**src/rtl/xmbc_pkg.sv**
```systemverilog
// package for the external memory bus configuration block
// assumes a byte-wide i/o register port and a 100 MHz system clock
package xmbc_pkg;

  // ----------------------------------------------------------------
  // register offsets (i/o space)
  // ----------------------------------------------------------------
  localparam logic [7:0] MCU_GENERAL_CONTROL_OFS = 8'h35;
  localparam logic [7:0] EXT_MEM_CONTROL_B_OFS   = 8'h6C;
  localparam logic [7:0] EXT_MEM_CONTROL_A_OFS   = 8'h6D;
  localparam logic [7:0] REG_RESET               = 8'h00;

  // ----------------------------------------------------------------
  // field positions
  // ----------------------------------------------------------------
  localparam int GC_EXT_MEM_ENABLE   = 7;
  localparam int GC_UPPER_WAIT_LOW   = 6;
  localparam int CA_SECTOR_HI        = 6;
  localparam int CA_SECTOR_LO        = 4;
  localparam int CA_LOWER_WAIT_HI    = 3;
  localparam int CA_LOWER_WAIT_LO    = 2;
  localparam int CA_UPPER_WAIT_HIGH  = 1;
  localparam int CB_BUS_KEEPER       = 7;
  localparam int CB_MASK_HI          = 2;
  localparam int CB_MASK_LO          = 0;

  // writable bits of each register, others read as zero
  localparam logic [7:0] GC_WMASK = 8'hC0;
  localparam logic [7:0] CA_WMASK = 8'h7E;
  localparam logic [7:0] CB_WMASK = 8'h87;

  // ----------------------------------------------------------------
  // address space
  // ----------------------------------------------------------------
  localparam logic [15:0] EXT_SPACE_BASE = 16'h1100;
  localparam int          SECTOR_SHIFT   = 13;  // k times 0x2000
  localparam logic [2:0]  MASK_ALL       = 3'h7;

  // wait-state codes
  localparam logic [1:0] WAIT_NONE  = 2'h0;
  localparam logic [1:0] WAIT_ONE   = 2'h1;
  localparam logic [1:0] WAIT_TWO   = 2'h2;
  localparam logic [1:0] WAIT_TWOH  = 2'h3;
  localparam logic [1:0] ONE_CYCLE  = 2'h1;
  localparam logic [1:0] TWO_CYCLES = 2'h2;

  typedef enum logic [2:0] {
    XMBC_IDLE,
    XMBC_ADDR,
    XMBC_STROBE,
    XMBC_WAIT,
    XMBC_HOLD
  } xmbc_state_e;

endpackage

```
**src/rtl/xmbc_top.sv**
```systemverilog
// external memory bus configuration and strobe sequencer
// assumes cpu accesses to 0x1100 and above are routed here one at a time
// Overview of operation
// - enable bit gives address/data, high address, latch and strobes to the bus.
// - while enabled, bus pin functions override the data direction settings.
// - clearing enable returns pins to port values and direction settings.
// - legacy mode: single wait bit adds one strobe cycle.
// - nonzero limit k puts the sector split at k times 0x2000.
// - zero limit gives one sector timed by the upper wait bits.
// - lower wait field times accesses in the lower sector.
// - upper wait code joins one control-a bit and general control bit 6.
// - bus keeper holds last level on address/data lines when floating.
// - bus keeper depends on its own enable bit and on all address/data output enables being off.
// - with mask zero, all high address pins carry the high byte.
// - mask k releases top k high pins; seven releases the whole port.
`timescale 1ns/1ps
module xmbc_top (
  // clock and reset
  input  wire logic        clk,
  input  wire logic        rst_n,
  // i/o register port
  input  wire logic [7:0]  regAddr,
  input  wire logic        regWrEn,
  input  wire logic        regRdEn,
  input  wire logic [7:0]  regWrData,
  output logic      [7:0]  regRdData,
  // compatibility fuse
  input  wire logic        legacyMode,
  // cpu access request
  input  wire logic        accReq,
  input  wire logic        accWrite,
  input  wire logic [15:0] accAddr,
  input  wire logic [7:0]  accWrData,
  output logic             accBusy,
  output logic             accDone,
  output logic      [7:0]  accRdData,
  // port values and directions from the general-purpose ports
  input  wire logic [7:0]  portAdOut,
  input  wire logic [7:0]  portAdDir,
  input  wire logic [7:0]  portHiOut,
  input  wire logic [7:0]  portHiDir,
  input  wire logic [2:0]  portCtlOut,
  input  wire logic [2:0]  portCtlDir,
  // muxed_addr_data_lines pins
  input  wire logic [7:0]  adIn,
  output logic      [7:0]  adOut,
  output logic      [7:0]  adOe,
  // high_address_lines pins
  output logic      [7:0]  hiOut,
  output logic      [7:0]  hiOe,
  // latch and strobe pins: bit0 latch, bit1 write_n, bit2 read_n
  output logic      [2:0]  ctlOut,
  output logic      [2:0]  ctlOe,
  // bus keeper drive on the address/data lines
  output logic      [7:0]  keepOut,
  output logic             keepEn
);
  import xmbc_pkg::*;

  // ----------------------------------------------------------------
  // registers
  // ----------------------------------------------------------------
  logic [7:0]  genCtl_r, ctlA_r, ctlB_r;
  logic        extEnable, busKeeperEnable;
  logic [2:0]  sectorLimit, highMask;
  logic [1:0]  lowerWait, upperWait;

  // masked register writes
  always_ff @(posedge clk) begin
    if (!rst_n) begin
      genCtl_r <= REG_RESET;
      ctlA_r   <= REG_RESET;
      ctlB_r   <= REG_RESET;
    end else if (regWrEn) begin
      unique case (regAddr)
        MCU_GENERAL_CONTROL_OFS: genCtl_r <= regWrData & GC_WMASK;
        EXT_MEM_CONTROL_A_OFS:   ctlA_r   <= regWrData & CA_WMASK;
        EXT_MEM_CONTROL_B_OFS:   ctlB_r   <= regWrData & CB_WMASK;
        default:                 ;
      endcase
    end
  end

  // registered read data, unmapped offsets read zero
  always_ff @(posedge clk) begin
    if (!rst_n) begin
      regRdData <= REG_RESET;
    end else if (regRdEn) begin
      unique case (regAddr)
        MCU_GENERAL_CONTROL_OFS: regRdData <= genCtl_r;
        EXT_MEM_CONTROL_A_OFS:   regRdData <= ctlA_r;
        EXT_MEM_CONTROL_B_OFS:   regRdData <= ctlB_r;
        default:                 regRdData <= REG_RESET;
      endcase
    end
  end

  // field extraction
  assign extEnable       = genCtl_r[GC_EXT_MEM_ENABLE];
  assign sectorLimit     = ctlA_r[CA_SECTOR_HI:CA_SECTOR_LO];
  assign lowerWait       = ctlA_r[CA_LOWER_WAIT_HI:CA_LOWER_WAIT_LO];
  assign upperWait       = {ctlA_r[CA_UPPER_WAIT_HIGH], genCtl_r[GC_UPPER_WAIT_LOW]};
  assign busKeeperEnable = ctlB_r[CB_BUS_KEEPER];
  assign highMask        = ctlB_r[CB_MASK_HI:CB_MASK_LO];

  // ----------------------------------------------------------------
  // wait-state decode
  // ----------------------------------------------------------------
  logic [1:0]  strobeWaits;
  logic        addrHoldWait;
  logic [15:0] addr_r;
  logic        write_r;
  logic [7:0]  wdata_r;

  xmbc_wait_decode xmbc_wait_decode_inst (
    .accAddr      (addr_r),
    .sectorLimit  (sectorLimit),
    .lowerWait    (lowerWait),
    .upperWait    (upperWait),
    .legacyMode   (legacyMode),
    .strobeWaits  (strobeWaits),
    .addrHoldWait (addrHoldWait)
  );

  // ----------------------------------------------------------------
  // access sequencer: address/latch, strobe, waits, optional hold
  // ----------------------------------------------------------------
  xmbc_state_e state_r;
  logic [1:0]  waitCnt_r;

  always_ff @(posedge clk) begin
    if (!rst_n) begin
      state_r   <= XMBC_IDLE;
      waitCnt_r <= 2'h0;
      addr_r    <= 16'h0000;
      write_r   <= 1'b0;
      wdata_r   <= 8'h00;
    end else begin
      unique case (state_r)
        XMBC_IDLE: if (accReq && extEnable && accAddr >= EXT_SPACE_BASE) begin
          addr_r  <= accAddr;
          write_r <= accWrite;
          wdata_r <= accWrData;
          state_r <= XMBC_ADDR;
        end
        XMBC_ADDR: begin
          waitCnt_r <= strobeWaits;
          state_r   <= XMBC_STROBE;
        end
        XMBC_STROBE: if (waitCnt_r != 2'h0) begin
          state_r <= XMBC_WAIT;
        end else begin
          state_r <= addrHoldWait ? XMBC_HOLD : XMBC_IDLE;
        end
        XMBC_WAIT: if (waitCnt_r == ONE_CYCLE) begin
          state_r   <= addrHoldWait ? XMBC_HOLD : XMBC_IDLE;
          waitCnt_r <= 2'h0;
        end else begin
          waitCnt_r <= waitCnt_r - ONE_CYCLE;
        end
        XMBC_HOLD: state_r <= XMBC_IDLE;
        default:   state_r <= XMBC_IDLE;
      endcase
    end
  end

  logic strobeOn, lastStrobe;
  assign strobeOn   = (state_r == XMBC_STROBE) || (state_r == XMBC_WAIT);
  assign lastStrobe = (state_r == XMBC_STROBE && waitCnt_r == 2'h0)
                    || (state_r == XMBC_WAIT && waitCnt_r == ONE_CYCLE);
  assign accBusy    = (state_r != XMBC_IDLE);

  // read capture at the end of the strobe
  always_ff @(posedge clk) begin
    if (!rst_n) begin
      accRdData <= 8'h00;
      accDone   <= 1'b0;
    end else begin
      accDone <= lastStrobe;
      if (lastStrobe && !write_r) begin
        accRdData <= adIn;
      end
    end
  end

  // ----------------------------------------------------------------
  // pin multiplexing
  // ----------------------------------------------------------------
  logic [7:0] hiBusPins;

  // pins kept for the high byte: mask k releases the top k, 7 releases all
  always_comb begin
    if (highMask == MASK_ALL) begin
      hiBusPins = 8'h00;
    end else begin
      hiBusPins = 8'hFF >> highMask;
    end
  end

  // bus functions override port direction while enabled
  always_comb begin
    if (extEnable) begin
      adOe      = (state_r == XMBC_ADDR || (strobeOn && write_r)) ? 8'hFF : 8'h00;
      adOut     = (state_r == XMBC_ADDR) ? addr_r[7:0] : wdata_r;
      hiOut     = (addr_r[15:8] & hiBusPins) | (portHiOut & ~hiBusPins);
      hiOe      = hiBusPins | (portHiDir & ~hiBusPins);
      ctlOe     = 3'h7;
      ctlOut[0] = (state_r == XMBC_ADDR);
      ctlOut[1] = ~(strobeOn && write_r);
      ctlOut[2] = ~(strobeOn && !write_r);
    end else begin
      adOe   = portAdDir;
      adOut  = portAdOut;
      hiOe   = portHiDir;
      hiOut  = portHiOut;
      ctlOe  = portCtlDir;
      ctlOut = portCtlOut;
    end
  end

  // bus keeper: last seen level, gated by its own enable and by adOe being all zero
  always_ff @(posedge clk) begin
    if (!rst_n) begin
      keepOut <= 8'h00;
    end else begin
      keepOut <= adIn;
    end
  end

  assign keepEn = busKeeperEnable && (adOe == 8'h00);

endmodule

```
**src/rtl/xmbc_wait_decode.sv**
```systemverilog
// wait-state selection for one external access
// assumes the access address and control fields are stable while selected
`timescale 1ns/1ps
module xmbc_wait_decode (
  // access address
  input  wire logic [15:0] accAddr,
  // configuration fields
  input  wire logic [2:0]  sectorLimit,
  input  wire logic [1:0]  lowerWait,
  input  wire logic [1:0]  upperWait,
  input  wire logic        legacyMode,
  // decoded timing
  output logic      [1:0]  strobeWaits,
  output logic             addrHoldWait
);
  import xmbc_pkg::*;

  logic [1:0]  code;
  logic [15:0] boundary;

  // sector boundary and code choice, zero limit means one upper sector
  always_comb begin
    boundary = 16'(sectorLimit) << SECTOR_SHIFT;
    if (sectorLimit != 3'h0 && accAddr < boundary) begin
      code = lowerWait;
    end else begin
      code = upperWait;
    end
  end

  // code to cycle counts; legacy mode only honours the single bit
  always_comb begin
    strobeWaits  = 2'h0;
    addrHoldWait = 1'b0;
    if (legacyMode) begin
      strobeWaits = upperWait[0] ? ONE_CYCLE : 2'h0;
    end else begin
      unique case (code)
        WAIT_NONE: strobeWaits = 2'h0;
        WAIT_ONE:  strobeWaits = ONE_CYCLE;
        WAIT_TWO:  strobeWaits = TWO_CYCLES;
        WAIT_TWOH: begin
          strobeWaits  = TWO_CYCLES;
          addrHoldWait = 1'b1;
        end
      endcase
    end
  end

endmodule

```
**config.mk**
```make
export PLATFORM = sky130hd
export DESIGN_NAME = xmbc_top
export DESIGN_NICKNAME = d
export VERILOG_FILES = /design/src/rtl/xmbc_pkg.sv /design/src/rtl/xmbc_top.sv /design/src/rtl/xmbc_wait_decode.sv
export SDC_FILE = /design/constraint.sdc
export NUM_CORES = 1
export LEC_CHECK = 0
export BUFFER_PORTS_ARGS = -buffer_cell sky130_fd_sc_hd__buf_4
export CAP_MARGIN = 20
export CORE_MARGIN = 2
export CORE_UTILIZATION = 40
export DETAILED_ROUTE_END_ITERATION = 7
export GPL_ROUTABILITY_DRIVEN = 1
export PLACE_DENSITY = 0.72
export SYNTH_ARGS = -nofsm -noshare
export SYNTH_HDL_FRONTEND = slang
export SYNTH_HIERARCHICAL = 1
export SYNTH_SLANG_ARGS = --single-unit
```
**constraint.sdc**
```tcl
create_clock -name clk -period 2 [get_ports clk]
set_input_delay 0.4 -clock clk [delete_from_list [all_inputs] [get_ports clk]]
set_output_delay 0.4 -clock clk [all_outputs]
set_load 0.1 [all_outputs]
```
# After elaboration in Yosys (flattened, before gate mapping)
# Cells that the tools add are included.
dict set report totals {
  reg_bits 67
  in_bits 93
  out_inout_bits 65
  wordCells 87
}
dict set report classes {
  n_eq_ne 13
  addsub 1
  n_reduce_logical 27
  n_mux 23
  shift 1
  n_bitwise 8
  order_cmp 2
}
# operator n
set ops {}
lappend ops {{$mux W8} 7}
lappend ops {{$and A8 B8 Y8} 3}
lappend ops {{$pmux W8 S3} 1}
lappend ops {{$mux W3} 6}
lappend ops {{$eq A8 B7 Y1 const B} 2}
lappend ops {{$ge A16 B13 Y1 const B} 1}
lappend ops {{$lt A16 B16 Y1} 1}
lappend ops {{$or A8 B8 Y8} 2}
lappend ops {{$pmux W3 S4} 1}
lappend ops {{$reduce_and A2 Y1} 5}
lappend ops {{$logic_and A1 B1 Y1} 9}
lappend ops {{$eq A8 B6 Y1 const B} 1}
lappend ops {{$logic_not A8 Y1} 1}
lappend ops {{$not A8 Y8} 1}
lappend ops {{$shr A8 B3 Y8 const A} 1}
lappend ops {{$eq A3 B2 Y1 const B} 2}
lappend ops {{$mux W2} 3}
lappend ops {{$pmux W2 S3} 1}
lappend ops {{$reduce_bool A3 Y1} 2}
lappend ops {{$eq A2 B1 Y1 const B} 2}
lappend ops {{$eq A2 B2 Y1 const B} 2}
lappend ops {{$logic_not A2 Y1} 2}
lappend ops {{$ne A2 B2 Y1 const B} 2}
lappend ops {{$pmux W2 S2} 1}
lappend ops {{10 further kinds} 16}

# Longest topological paths before layout
# Gate-level depths: netlist of run 1.
dict set report logic_depth {
  word_depth 9
  depth_mapped 8
  ltp_nobuf 8
}

# Hierarchy
# Netlist of run 1, hierarchy kept.
# module cells_per_inst area_each_um2 instances seq_area_each_um2
set by_module_without_submodules {}
lappend by_module_without_submodules {xmbc_top 392 3390.8 1 1341.3}
lappend by_module_without_submodules {xmbc_wait_decode 16 136.4 1 0.0}

# Least setup slack after synthesis of run 1
# No wires, ideal clock.
dict set report synth_timing {
  path_type {flip-flop to output port}
  from {reg genCtl_r[7]}
  to {out adOe[0]}
  slack_ns -1.230
  path_stages_with_launch 4
  n_path_buf 2
  required_ns 1.600
  arrival_ns 2.830
  path_cell_list {dfxtp_1 clkbuf_1 clkbuf_1 o21ai_0}
}
dict set report synth_via {
  elab_chain_cells 1
}
# item line_no
set synth_lines {}
lappend synth_lines {{from (decl)} xmbc_top.sv:63} ;# logic [7:0] genCtl_r, ctlA_r, ctlB_r;
lappend synth_lines {{from (signal assigned)} xmbc_top.sv:76} ;# MCU_GENERAL_CONTROL_OFS: genCtl_r <= regWrData & GC_WMASK;
lappend synth_lines {{$mux W8} xmbc_top.sv:202} ;# if (extEnable) begin
lappend synth_lines {{to (decl)} xmbc_top.sv:47} ;# output logic [7:0] adOe,
# Every way passes these cells.

# Worst setup path after layout of run 1
dict set report layout_timing {
  from {in portAdDir[2]}
  to {out keepEn}
}
dict set report layout_via {
  elab_chain_cells 3
}
# item line_no
set layout_lines {}
lappend layout_lines {{from (decl)} xmbc_top.sv:39} ;# input wire logic [7:0] portAdDir,
lappend layout_lines {{$mux W8} xmbc_top.sv:202}
lappend layout_lines {{$logic_not A8 Y1} xmbc_top.sv:230} ;# assign keepEn = busKeeperEnable && (adOe == 8'h00);
lappend layout_lines {{$logic_and A1 B1 Y1} xmbc_top.sv:230}
lappend layout_lines {{to (decl)} xmbc_top.sv:56} ;# output logic keepEn
# Every way passes these cells.

==> impl_metrics.tcl, run 1 <==
set metrics [dict create \
    vdd_drop_max_mv 0.352 \
    regArea_um2 1370 \
    initial_core_util_pct 40.8 \
    crit_buf_inv 3 \
    ys.flop_type "dfxtp_1" \
    multi_input_area_um2 2370 \
    violations "setup timing" \
    fin_area_um2 5860 \
    grt_pass1_vias 3747 \
    powerDensity_nw_per_um2 561 \
    gp_congestion 0.895 \
    avgViaCountPerCell 5.38 \
    root_buffer "clkbuf_8" \
    reg2reg_to "waitCnt_r[0]" \
    cts_buffers 9 \
    r2r_slack_ns 0.06 \
    drive_above_1_share_pct 47.2 \
    max-cap-violations 0 \
    wirelength_um 11000 \
    rsz0062_at_grt "yes" \
    htreeDepth 3 \
    cts_tree "yes" \
    grt_pass1_wl_um 18200 \
    die-area_um2 9590 \
    synthArstFlopShare_pct 0 \
    end_kind "primary output" \
    worst_pin_slew_ns 0.495 \
    period_needed_ns 2.15 \
    crit_fanout 2 \
    critical_path.cell_chain "buf_6 -> or4_4 -> nor4_4 -> buf_4 -> o2111a_2 -> buf_12" \
    clockBufferDepth 2 \
    hold_path_depth 2 \
    yosysTopAreaCell "dfxtp_1" \
    dp_hpwl_um 7400 \
    setup_slack_ns -0.146 \
    crit_family "simple AND/OR/NAND/NOR gates" \
    vias 3698 \
    slowest_stage "or4_4" \
    antenna_found_initial 0 \
    slew_violations 0 \
    cts.sinks 67 \
    rr_startpoint "ctlA_r[5]" \
    clock_latency_ns 0.35 \
    min_period_over_period_pct 107 \
    antenna_cells 0 \
    syn_area_um2 3530 \
    max_freq_mhz 466 \
    drc 0 \
    io_buffers 157 \
    drt-wirelength-per-cell_um 16.0 \
    cp.required_ns 1.60 \
    ff2ff_path_depth 9 \
    pin_count 158 \
    hold_end "keepOut[5]" \
    drt_iter0_markers 87 \
    area_delta_synth_final_pct 66.1 \
    clkTransAtPathRegs_ns 0.07 \
    fin_skew_ns 0.0114 \
    synthDistinctLibCells 48 \
    synth.top_cell.area_share_pct 38.0 \
    fill_cells 673 \
    grt_usage_pct 23.1 \
    synth-seq-cells 67 \
    ys_seq_area_share_pct 38.0 \
    hp-class "in -> reg" \
    ys.warnings.count 6 \
    max_stage_delay_ns 0.54 \
    synthTopCellsByArea "dfxtp_1, mux2i_1, nand2_1" \
    final_core_util_pct 67.8 \
    cts_hold_buf 0 \
    arrival_ns 1.75 \
    overflow 0 \
    synthCells 408 \
    hold_ws_ns 0.266 \
    coreArea_um2 8640 \
    place_ws_ns -0.267 \
    grt_start_max_net_pins 37 \
    synth_edf_count 0 \
    status "finished with violations" \
    antenna_left 0 \
    finalNetCount 671 \
    num_rows 34 \
    hold_viol 0 \
    cp_num_cells 6 \
    fp.dieH_um 97.9 \
    max-slew-margin-rel_pct 66.6 \
    tns_ns -1.28 \
    die_x_um 97.9 \
    hold_path_startpoint "adIn[5]" \
    p_leak_nw 2.32 \
    post_dp_cell_area_um2 5020 \
    cp-start-kind "input port" \
    finalSetupViolCount 17 \
    crit_type "in -> out" \
    syn_nets 505 \
    dr.pass1.iters 5 \
    avgSynthCellArea_um2 8.64 \
]
[per-stage QoR]
stage	power (mW)	std cells
2_1_floorplan	1.87	408
3_3_place_gp	2.11	664
3_5_place_dp	2.11	664
4_1_cts	3.29	686
5_1_grt	3.40	687
6_report	3.29	687
[logic make-up (layout without fill, tap and decap cells)]
logic type | Yosys count | count (layout) | synth area share, %
buffers and inverters | 47 | 218 | 5.92
AND/OR/NAND/NOR | 157 | 157 | 24.6
multiplexers | 49 | 49 | 14.4
AO/OA/AOI/OAI | 84 | 84 | 15.7
adder cells (fa/ha/maj) | 4 | 4 | 1.42
flip-flops | 67 | 67 | 38.0
[Yosys cell counts (9+ instances only)]
library cell / n
dfxtp_1: 67
clkbuf_1: 23
o31ai_1: 20
and2_1: 9
nand4_1: 30
nand2b_1: 18
mux2_2: 13
mux2i_1: 36
a21oi_1: 37
nand2_1: 54
inv_1: 16
nor2_1: 14
[how the worst max path moves through the flow]
stage	from	endpoint	slack [ns]
after global placement	portAdDir[2]	keepEn	-0.30
final	portAdDir[2]	keepEn	-0.15
after floorplan	genCtl_r[7]	adOe[0]	-0.49
after CTS	portAdDir[2]	keepEn	-0.13
after global routing	portAdDir[2]	keepEn	-0.19
after detailed placement	portAdDir[2]	keepEn	-0.27
[area by class of cell]
| type | instances | area share, % |
|---|---|---|
| Clock buffer | 11 | 2.41 |
| Clock inverter | 5 | 0.897 |
| Inverter | 18 | 1.15 |
| Multi-Input combinational cell | 294 | 40.5 |
| Sequential cell | 67 | 23.3 |
| Tap cell | 108 | 2.31 |
| Timing Repair Buffer | 184 | 29.4 |
[sequential cells by signal (all words and copies together), names as in the netlist]
signal and cells:
keepOut 8, waitCnt_r 2, genCtl_r 2, regRdData 8, addr_r 16, wdata_r 8
ctlA_r 6, accDone 1, ctlB_r 4, state_r 3, accRdData 8, write_r 1
[cells in the final DEF, fill, tap and decap left out, types with 3 or more instances in the layout]
| cell type | instances |
|---|---|
| buf_4 | 148 |
| dfxtp_1 | 58 |
| nand2_1 | 52 |
| nand4_1 | 30 |
| a21oi_1 | 29 |
| mux2i_1 | 28 |
| buf_12 | 21 |
| o31ai_1 | 20 |
| nand2b_1 | 17 |
| inv_1 | 15 |
| nor2_1 | 13 |
| buf_6 | 12 |
| mux2_2 | 11 |
| clkbuf_8 | 10 |
| and2_1 | 9 |
| mux2i_4 | 8 |
| a21oi_4 | 8 |
| o21ai_4 | 7 |
| or2_2 | 6 |
| dfxtp_4 | 6 |
| nand3_1 | 3 |
| nand4bb_1 | 3 |
| nor3_1 | 3 |
| a31oi_1 | 3 |
| ha_1 | 3 |
| dfxtp_2 | 3 |
| clkinv_2 | 3 |
[report_power, final]
group / internal (mW) / total [mW] / switching, mW
sequential: 1.33 / 1.34 / 0.00290
combinational: 0.294 / 0.823 / 0.529
clock: 0.604 / 1.13 / 0.525
total: 2.23 / 3.29 / 1.06
[layer usage]
layer  global-route usage (%)  share of wire, %
met4                     9.62               2.8
met3                     4.37               6.0
met2                     40.8                51
met5                        0                 0
met1                     27.5                40
[what timing repair did]
item / in CTS / in global routing
pin swaps: 1 / 13
endpoints found under the setup margin: 32 / 30
resized for setup: 112 / 25
setup buffers: 4 / 1
cloned: 2 / 0
No activity file was read; power rests on OpenSTA's default activity.
==> inputs of run 2 (changes only) <==
--- a/config.mk
+++ b/config.mk
@@ -7,11 +7,13 @@
 export LEC_CHECK = 0
 export BUFFER_PORTS_ARGS = -buffer_cell sky130_fd_sc_hd__buf_4
 export CAP_MARGIN = 20
+export CELL_PAD_IN_SITES_DETAIL_PLACEMENT = 1
+export CELL_PAD_IN_SITES_GLOBAL_PLACEMENT = 2
 export CORE_MARGIN = 2
-export CORE_UTILIZATION = 40
+export CORE_UTILIZATION = 24
 export DETAILED_ROUTE_END_ITERATION = 7
 export GPL_ROUTABILITY_DRIVEN = 1
-export PLACE_DENSITY = 0.72
+export PLACE_DENSITY_LB_ADDON = 0.1
 export SYNTH_ARGS = -nofsm -noshare
 export SYNTH_HDL_FRONTEND = slang
 export SYNTH_HIERARCHICAL = 1
==> run 2 against run 1 <==
The flow still finishes with violations (setup timing). Die area up 64%. Sequential share of layout area down 0.73 points. Non-clock buffer count up 8. Via count down 0.65%. Setup slack better by 0.086 ns. Flip-flop and latch count unchanged. Combinational power down 1%. Critical path type is now reg -> out. Highest routed layer unchanged.
==> impl_metrics.tcl, run 2 (synthesized netlist as in run 1, its figures left out) <==
set metrics [dict create \
    status "finished with violations" \
    violations "setup timing" \
    cts_buffers 9 \
    coreArea_um2 14400 \
    fin_skew_ns 0.00709 \
    powerDensity_nw_per_um2 632 \
    drt_iter0_markers 153 \
    ff2ff_path_depth 8 \
    grt_pass1_vias 3859 \
    rsz0062_at_grt "yes" \
    cp-start-kind "register" \
    crit_type "reg -> out" \
    final_cell_mix "buf_4, dfxtp_1, nand2_1" \
    final_common_cell "buf_4" \
    gp_congestion 0.795 \
    drive_above_1_share_pct 47.0 \
    worst_pin_slew_ns 0.466 \
    vias 3674 \
    clockBufferDepth 2 \
    max_stage_delay_ns 0.34 \
    htreeDepth 3 \
    period_needed_ns 2.06 \
    finalSetupViolCount 17 \
    cts_hold_buf 0 \
    p_leak_nw 2.39 \
    arrival_ns 1.66 \
    antenna_found_initial 0 \
    slowest_stage "dfxtp_2" \
    overflow 0 \
    hold_ws_ns 0.280 \
    crit_fanout 8 \
    cts_tree "yes" \
    drc 0 \
    r2r_slack_ns 0.14 \
    reg2reg_to "waitCnt_r[0]" \
    die_x_um 125 \
    antenna_cells 0 \
    slew_violations 0 \
    hold_viol 0 \
    cts.sinks 67 \
    critical_path.cell_chain "buf_4 -> nand3b_1 -> buf_6 -> o21ai_1 -> buf_6" \
    max-slew-margin-rel_pct 69.0 \
    rr_startpoint "ctlA_r[5]" \
    cp_common_cell "buf_6" \
    vdd_drop_max_mv 0.333 \
    clock_latency_ns 0.33 \
    end_kind "primary output" \
    endpoint "adOe[5]" \
    clkTransAtPathRegs_ns 0.06 \
    die-area_um2 15700 \
    area_delta_synth_final_pct 70.6 \
    fp.dieH_um 125 \
    min_period_over_period_pct 103 \
    max_freq_mhz 485 \
    fill_cells 1644 \
    dr.pass1.iters 4 \
    io_buffers 157 \
    drt-wirelength-per-cell_um 16.1 \
    largest_reg_flops 16 \
    hold_path_startpoint "adIn[7]" \
    avgViaCountPerCell 4.77 \
    antenna_left 0 \
    wirelength_um 12400 \
    finalNetCount 679 \
    critical_path.startpoint "state_r[2]" \
    pin_count 158 \
    largest-register "addr_r" \
    initial_core_util_pct 24.5 \
    num_rows 44 \
    cp.required_ns 1.60 \
    max-cap-violations 0 \
    dp_hpwl_um 9390 \
    regArea_um2 1360 \
    root_buffer "clkbuf_16" \
    grt_start_max_net_pins 35 \
    setup_slack_ns -0.0599 \
    grt_usage_pct 15.8 \
    place_ws_ns -0.107 \
    hp-class "in -> reg" \
    grt_pass1_wl_um 19900 \
    multi_input_area_um2 2290 \
]
==> run 2: metal layers <==
layer | share of wire [%] | global-route usage [%]
met4 | 2.0 | 5.95
met5 | 0 | 0
met1 | 44 | 19.7
met2 | 49 | 27.0
met3 | 5.0 | 2.87
==> run 2: worst min-delay path by stage <==
stage	slack, ns	cells after the start	to
floorplan	0.43	2	addr_r[10]
global placement	0.44	2	wdata_r[2]
detailed placement	0.46	2	addr_r[12]
CTS	0.27	2	keepOut[7]
global route	0.28	2	keepOut[7]
finish	0.28	2	keepOut[7]
==> run 2: timing repair <==
action / CTS / global route
resized for setup: 88 / 28
setup buffers: 3 / 2
setup endpoints to repair: 33 / 34
hold endpoints to repair: 0 / 0
pin swaps: 5 / 8
cloned: 1 / 0
==> run 2: worst max-delay path: cells and delay by family (launching register included) <==
family	cells	cell delay [ns]
buffers and inverters	3	0.62
DFF	1	0.34
and+or+nand+nor	1	0.27
AOI/OAI and AO/OA	1	0.10
==> run 2: final cells by class <==
type                       instances  area share (%)
sequential                        67            22.6
tap                              184            3.83
inverter                          18            1.12
multi-input combinational        294            38.0
clock buffer                      11            4.20
timing repair buffer             192            29.2
clock inverter                     5            1.02
==> run 2: stage by stage <==
step	area, um2	total power, mW	std cells	util (%)	TNS (ns)
detailed placement	5150	2.13	749	35.7	-0.107
global placement	5150	2.12	749	35.7	-0.111
global route	6020	3.94	771	41.7	-1.63
CTS	5900	3.84	769	40.9	-1.21
finish	6020	3.80	771	41.7	-0.452
floorplan	3650	1.87	408	-	-6.07
==> run 2: report_power, final <==
group | internal, mW | leakage [nW] | switching (mW)
registers | 1.34 | 0.547 | 0.00313
clock network | 1.03 | 0.144 | 0.611
logic | 0.289 | 1.70 | 0.526
total | 2.66 | 2.39 | 1.14
==> inputs of run 3 (changes only) <==
--- a/config.mk
+++ b/config.mk
@@ -10,7 +10,7 @@
 export CELL_PAD_IN_SITES_DETAIL_PLACEMENT = 1
 export CELL_PAD_IN_SITES_GLOBAL_PLACEMENT = 2
 export CORE_MARGIN = 2
-export CORE_UTILIZATION = 24
+export CORE_UTILIZATION = 28
 export DETAILED_ROUTE_END_ITERATION = 7
 export GPL_ROUTABILITY_DRIVEN = 1
 export PLACE_DENSITY_LB_ADDON = 0.1
==> constraint.sdc (replaced) <==
create_clock -name clk -period 2.53 [get_ports clk]
set_input_delay 0.506 -clock clk [delete_from_list [all_inputs] [get_ports clk]]
set_output_delay 0.506 -clock clk [all_outputs]
set_load 0.1 [all_outputs]
==> run 3 against run 2 <==
The run now ends clean. Clock-buffer cell count decreased by 2. Design area decreased by 13%. Flip-flop and latch count unchanged. Critical path depth decreased by 2. Utilization increased by 1.4 points. Cell count decreased by 5.1%. Wire length decreased by 10%. Critical endpoint is now ctlOut[2].
==> impl_metrics.tcl, run 3 (synthesized netlist as in run 1, its figures left out) <==
set metrics [dict create \
    status "finished clean" \
    gr-max-usage-layer "met2" \
    p_seq_share_pct 35.6 \
    hold_path_depth 2 \
    max_stage_delay_ns 0.61 \
    vdd_drop_max_mv 0.244 \
    drive_above_1_share_pct 40.1 \
    largest_reg_flops 16 \
    end_kind "primary output" \
    gp_congestion 0.781 \
    rsz0062_at_grt "no" \
    worst_pin_slew_ns 0.762 \
    io_buffers 157 \
    pin_count 158 \
    critical_path.cell_chain "clkinv_1 -> a31oi_2 -> buf_4" \
    cp-start-kind "register" \
    die_x_um 116 \
    p_leak_nw 2.12 \
    dp_hpwl_um 8550 \
    clkTransAtPathRegs_ns 0.06 \
    post_cts_buffers 1 \
    arrival_ns 1.91 \
    antenna_cells 0 \
    overflow 0 \
    cts_buffers 9 \
    htreeDepth 3 \
    largest-register "addr_r" \
    cp.required_ns 2.02 \
    coreArea_um2 12200 \
    crit_type "reg -> out" \
    initial_core_util_pct 29.0 \
    internal_power_mw 2.10 \
    area_delta_synth_final_pct 48.5 \
    drt_iter0_markers 73 \
    finalNetCount 656 \
    antenna_left 0 \
    final_common_cell "buf_4" \
    r2r_slack_ns 0.41 \
    rr_startpoint "ctlA_r[5]" \
    use_met2_pct 28.3 \
    drt-wirelength-per-cell_um 15.2 \
    drc 0 \
    clockBufferDepth 2 \
    cts_tree "yes" \
    num_rows 40 \
    switching_power_uw 889 \
    hold_end "keepOut[3]" \
    cts_resized 0 \
    ff2ff_path_depth 8 \
    grt_pass1_wl_um 17400 \
    crit_family "buffers and inverters" \
    wirelength_um 11100 \
    final_cell_mix "buf_4, dfxtp_1, nand2_1" \
    hold_path_startpoint "adIn[3]" \
    power.total_mw 2.99 \
    powerDensity_nw_per_um2 570 \
    die-area_um2 13500 \
    clock_latency_ns 0.33 \
    clkPwrFrac_pct 45.1 \
    min_period_over_period_pct 95.4 \
    crit_fanout 12 \
    crit_buf_inv 2 \
    p_sw_share_pct 29.8 \
    setup_slack_ns 0.116 \
    root_buffer "clkbuf_16" \
    grt_pass1_vias 3550 \
    fp.dieH_um 116 \
    fin_skew_ns 0.00408 \
    place_ws_ns 0.163 \
    hp-class "in -> reg" \
    finalSetupViolCount 0 \
    dr.pass1.iters 4 \
    grt_usage_pct 16.4 \
    use_met3_pct 2.96 \
    slew_violations 0 \
    max-slew-margin-rel_pct 47.8 \
    grt_use_met1_pct 20.4 \
    pwr-share-comb_pct 19.2 \
    slowest_stage "dfxtp_1" \
    max_freq_mhz 414 \
    hold_viol 0 \
    antenna_found_initial 0 \
    fin_area_um2 5240 \
    grt_start_max_net_pins 59 \
    cts.sinks 67 \
    cts_hold_buf 0 \
    vias 3543 \
    avgViaCountPerCell 4.84 \
    reg2reg_to "waitCnt_r[0]" \
    post_dp_cell_area_um2 4910 \
    period_needed_ns 2.41 \
    max-cap-violations 0 \
]
run 3: area by class of cell:
| type | instances | area, um2 |
|---|---|---|
| sequential | 67 | 1340 |
| multi-input combinational | 294 | 2030 |
| inverter | 18 | 67.6 |
| fill | 1470 | 6920 |
| tap | 168 | 210 |
| clock buffer | 9 | 225 |
| clock inverter | 7 | 92.6 |
| timing repair buffer | 169 | 1270 |
run 3: worst max path at each step:
stage	depth (start not counted)	slack (ns)	startpoint	endpoint
after global routing	3	0.02	write_r	ctlOut[2]
after floorplan	3	-0.1	genCtl_r[7]	adOe[0]
after detailed placement	5	0.16	portAdDir[2]	keepEn
after global placement	5	0.22	portAdDir[2]	keepEn
after CTS	3	0.09	write_r	ctlOut[2]
final	3	0.12	write_r	ctlOut[2]
run 3: stage by stage:
step | hold WS, ns | instances | setup TNS (ns) | utilization (%)
after floorplan | 0.431 | 408 | -0.482 | -
after global placement | 0.442 | 715 | 0 | 40.4
after detailed placement | 0.451 | 715 | 0 | 40.4
after CTS | 0.374 | 732 | 0 | 43.1
after global routing | 0.387 | 732 | 0 | 43.1
final | 0.383 | 732 | 0 | 43.1
run 3: metal layers:
metal	vias up	part of all wire (%)	routed length, um
li1	1760	-	-
met1	1673	44	4850
met2	99	50	5550
met3	11	5.3	586
met4	0	1.3	150
met5	-	0	0
run 3: power groups by stage:
| stage | sequential, mW | clock [mW] | combinational (mW) |
|---|---|---|---|
| 2_1_floorplan | 1.14 | 0 | 0.330 |
| 3_3_place_gp | 1.09 | 0 | 0.573 |
| 3_5_place_dp | 1.09 | 0 | 0.578 |
| 4_1_cts | 1.06 | 1.38 | 0.579 |
| 5_1_grt | 1.06 | 1.43 | 0.604 |
| 6_report | 1.06 | 1.35 | 0.575 |
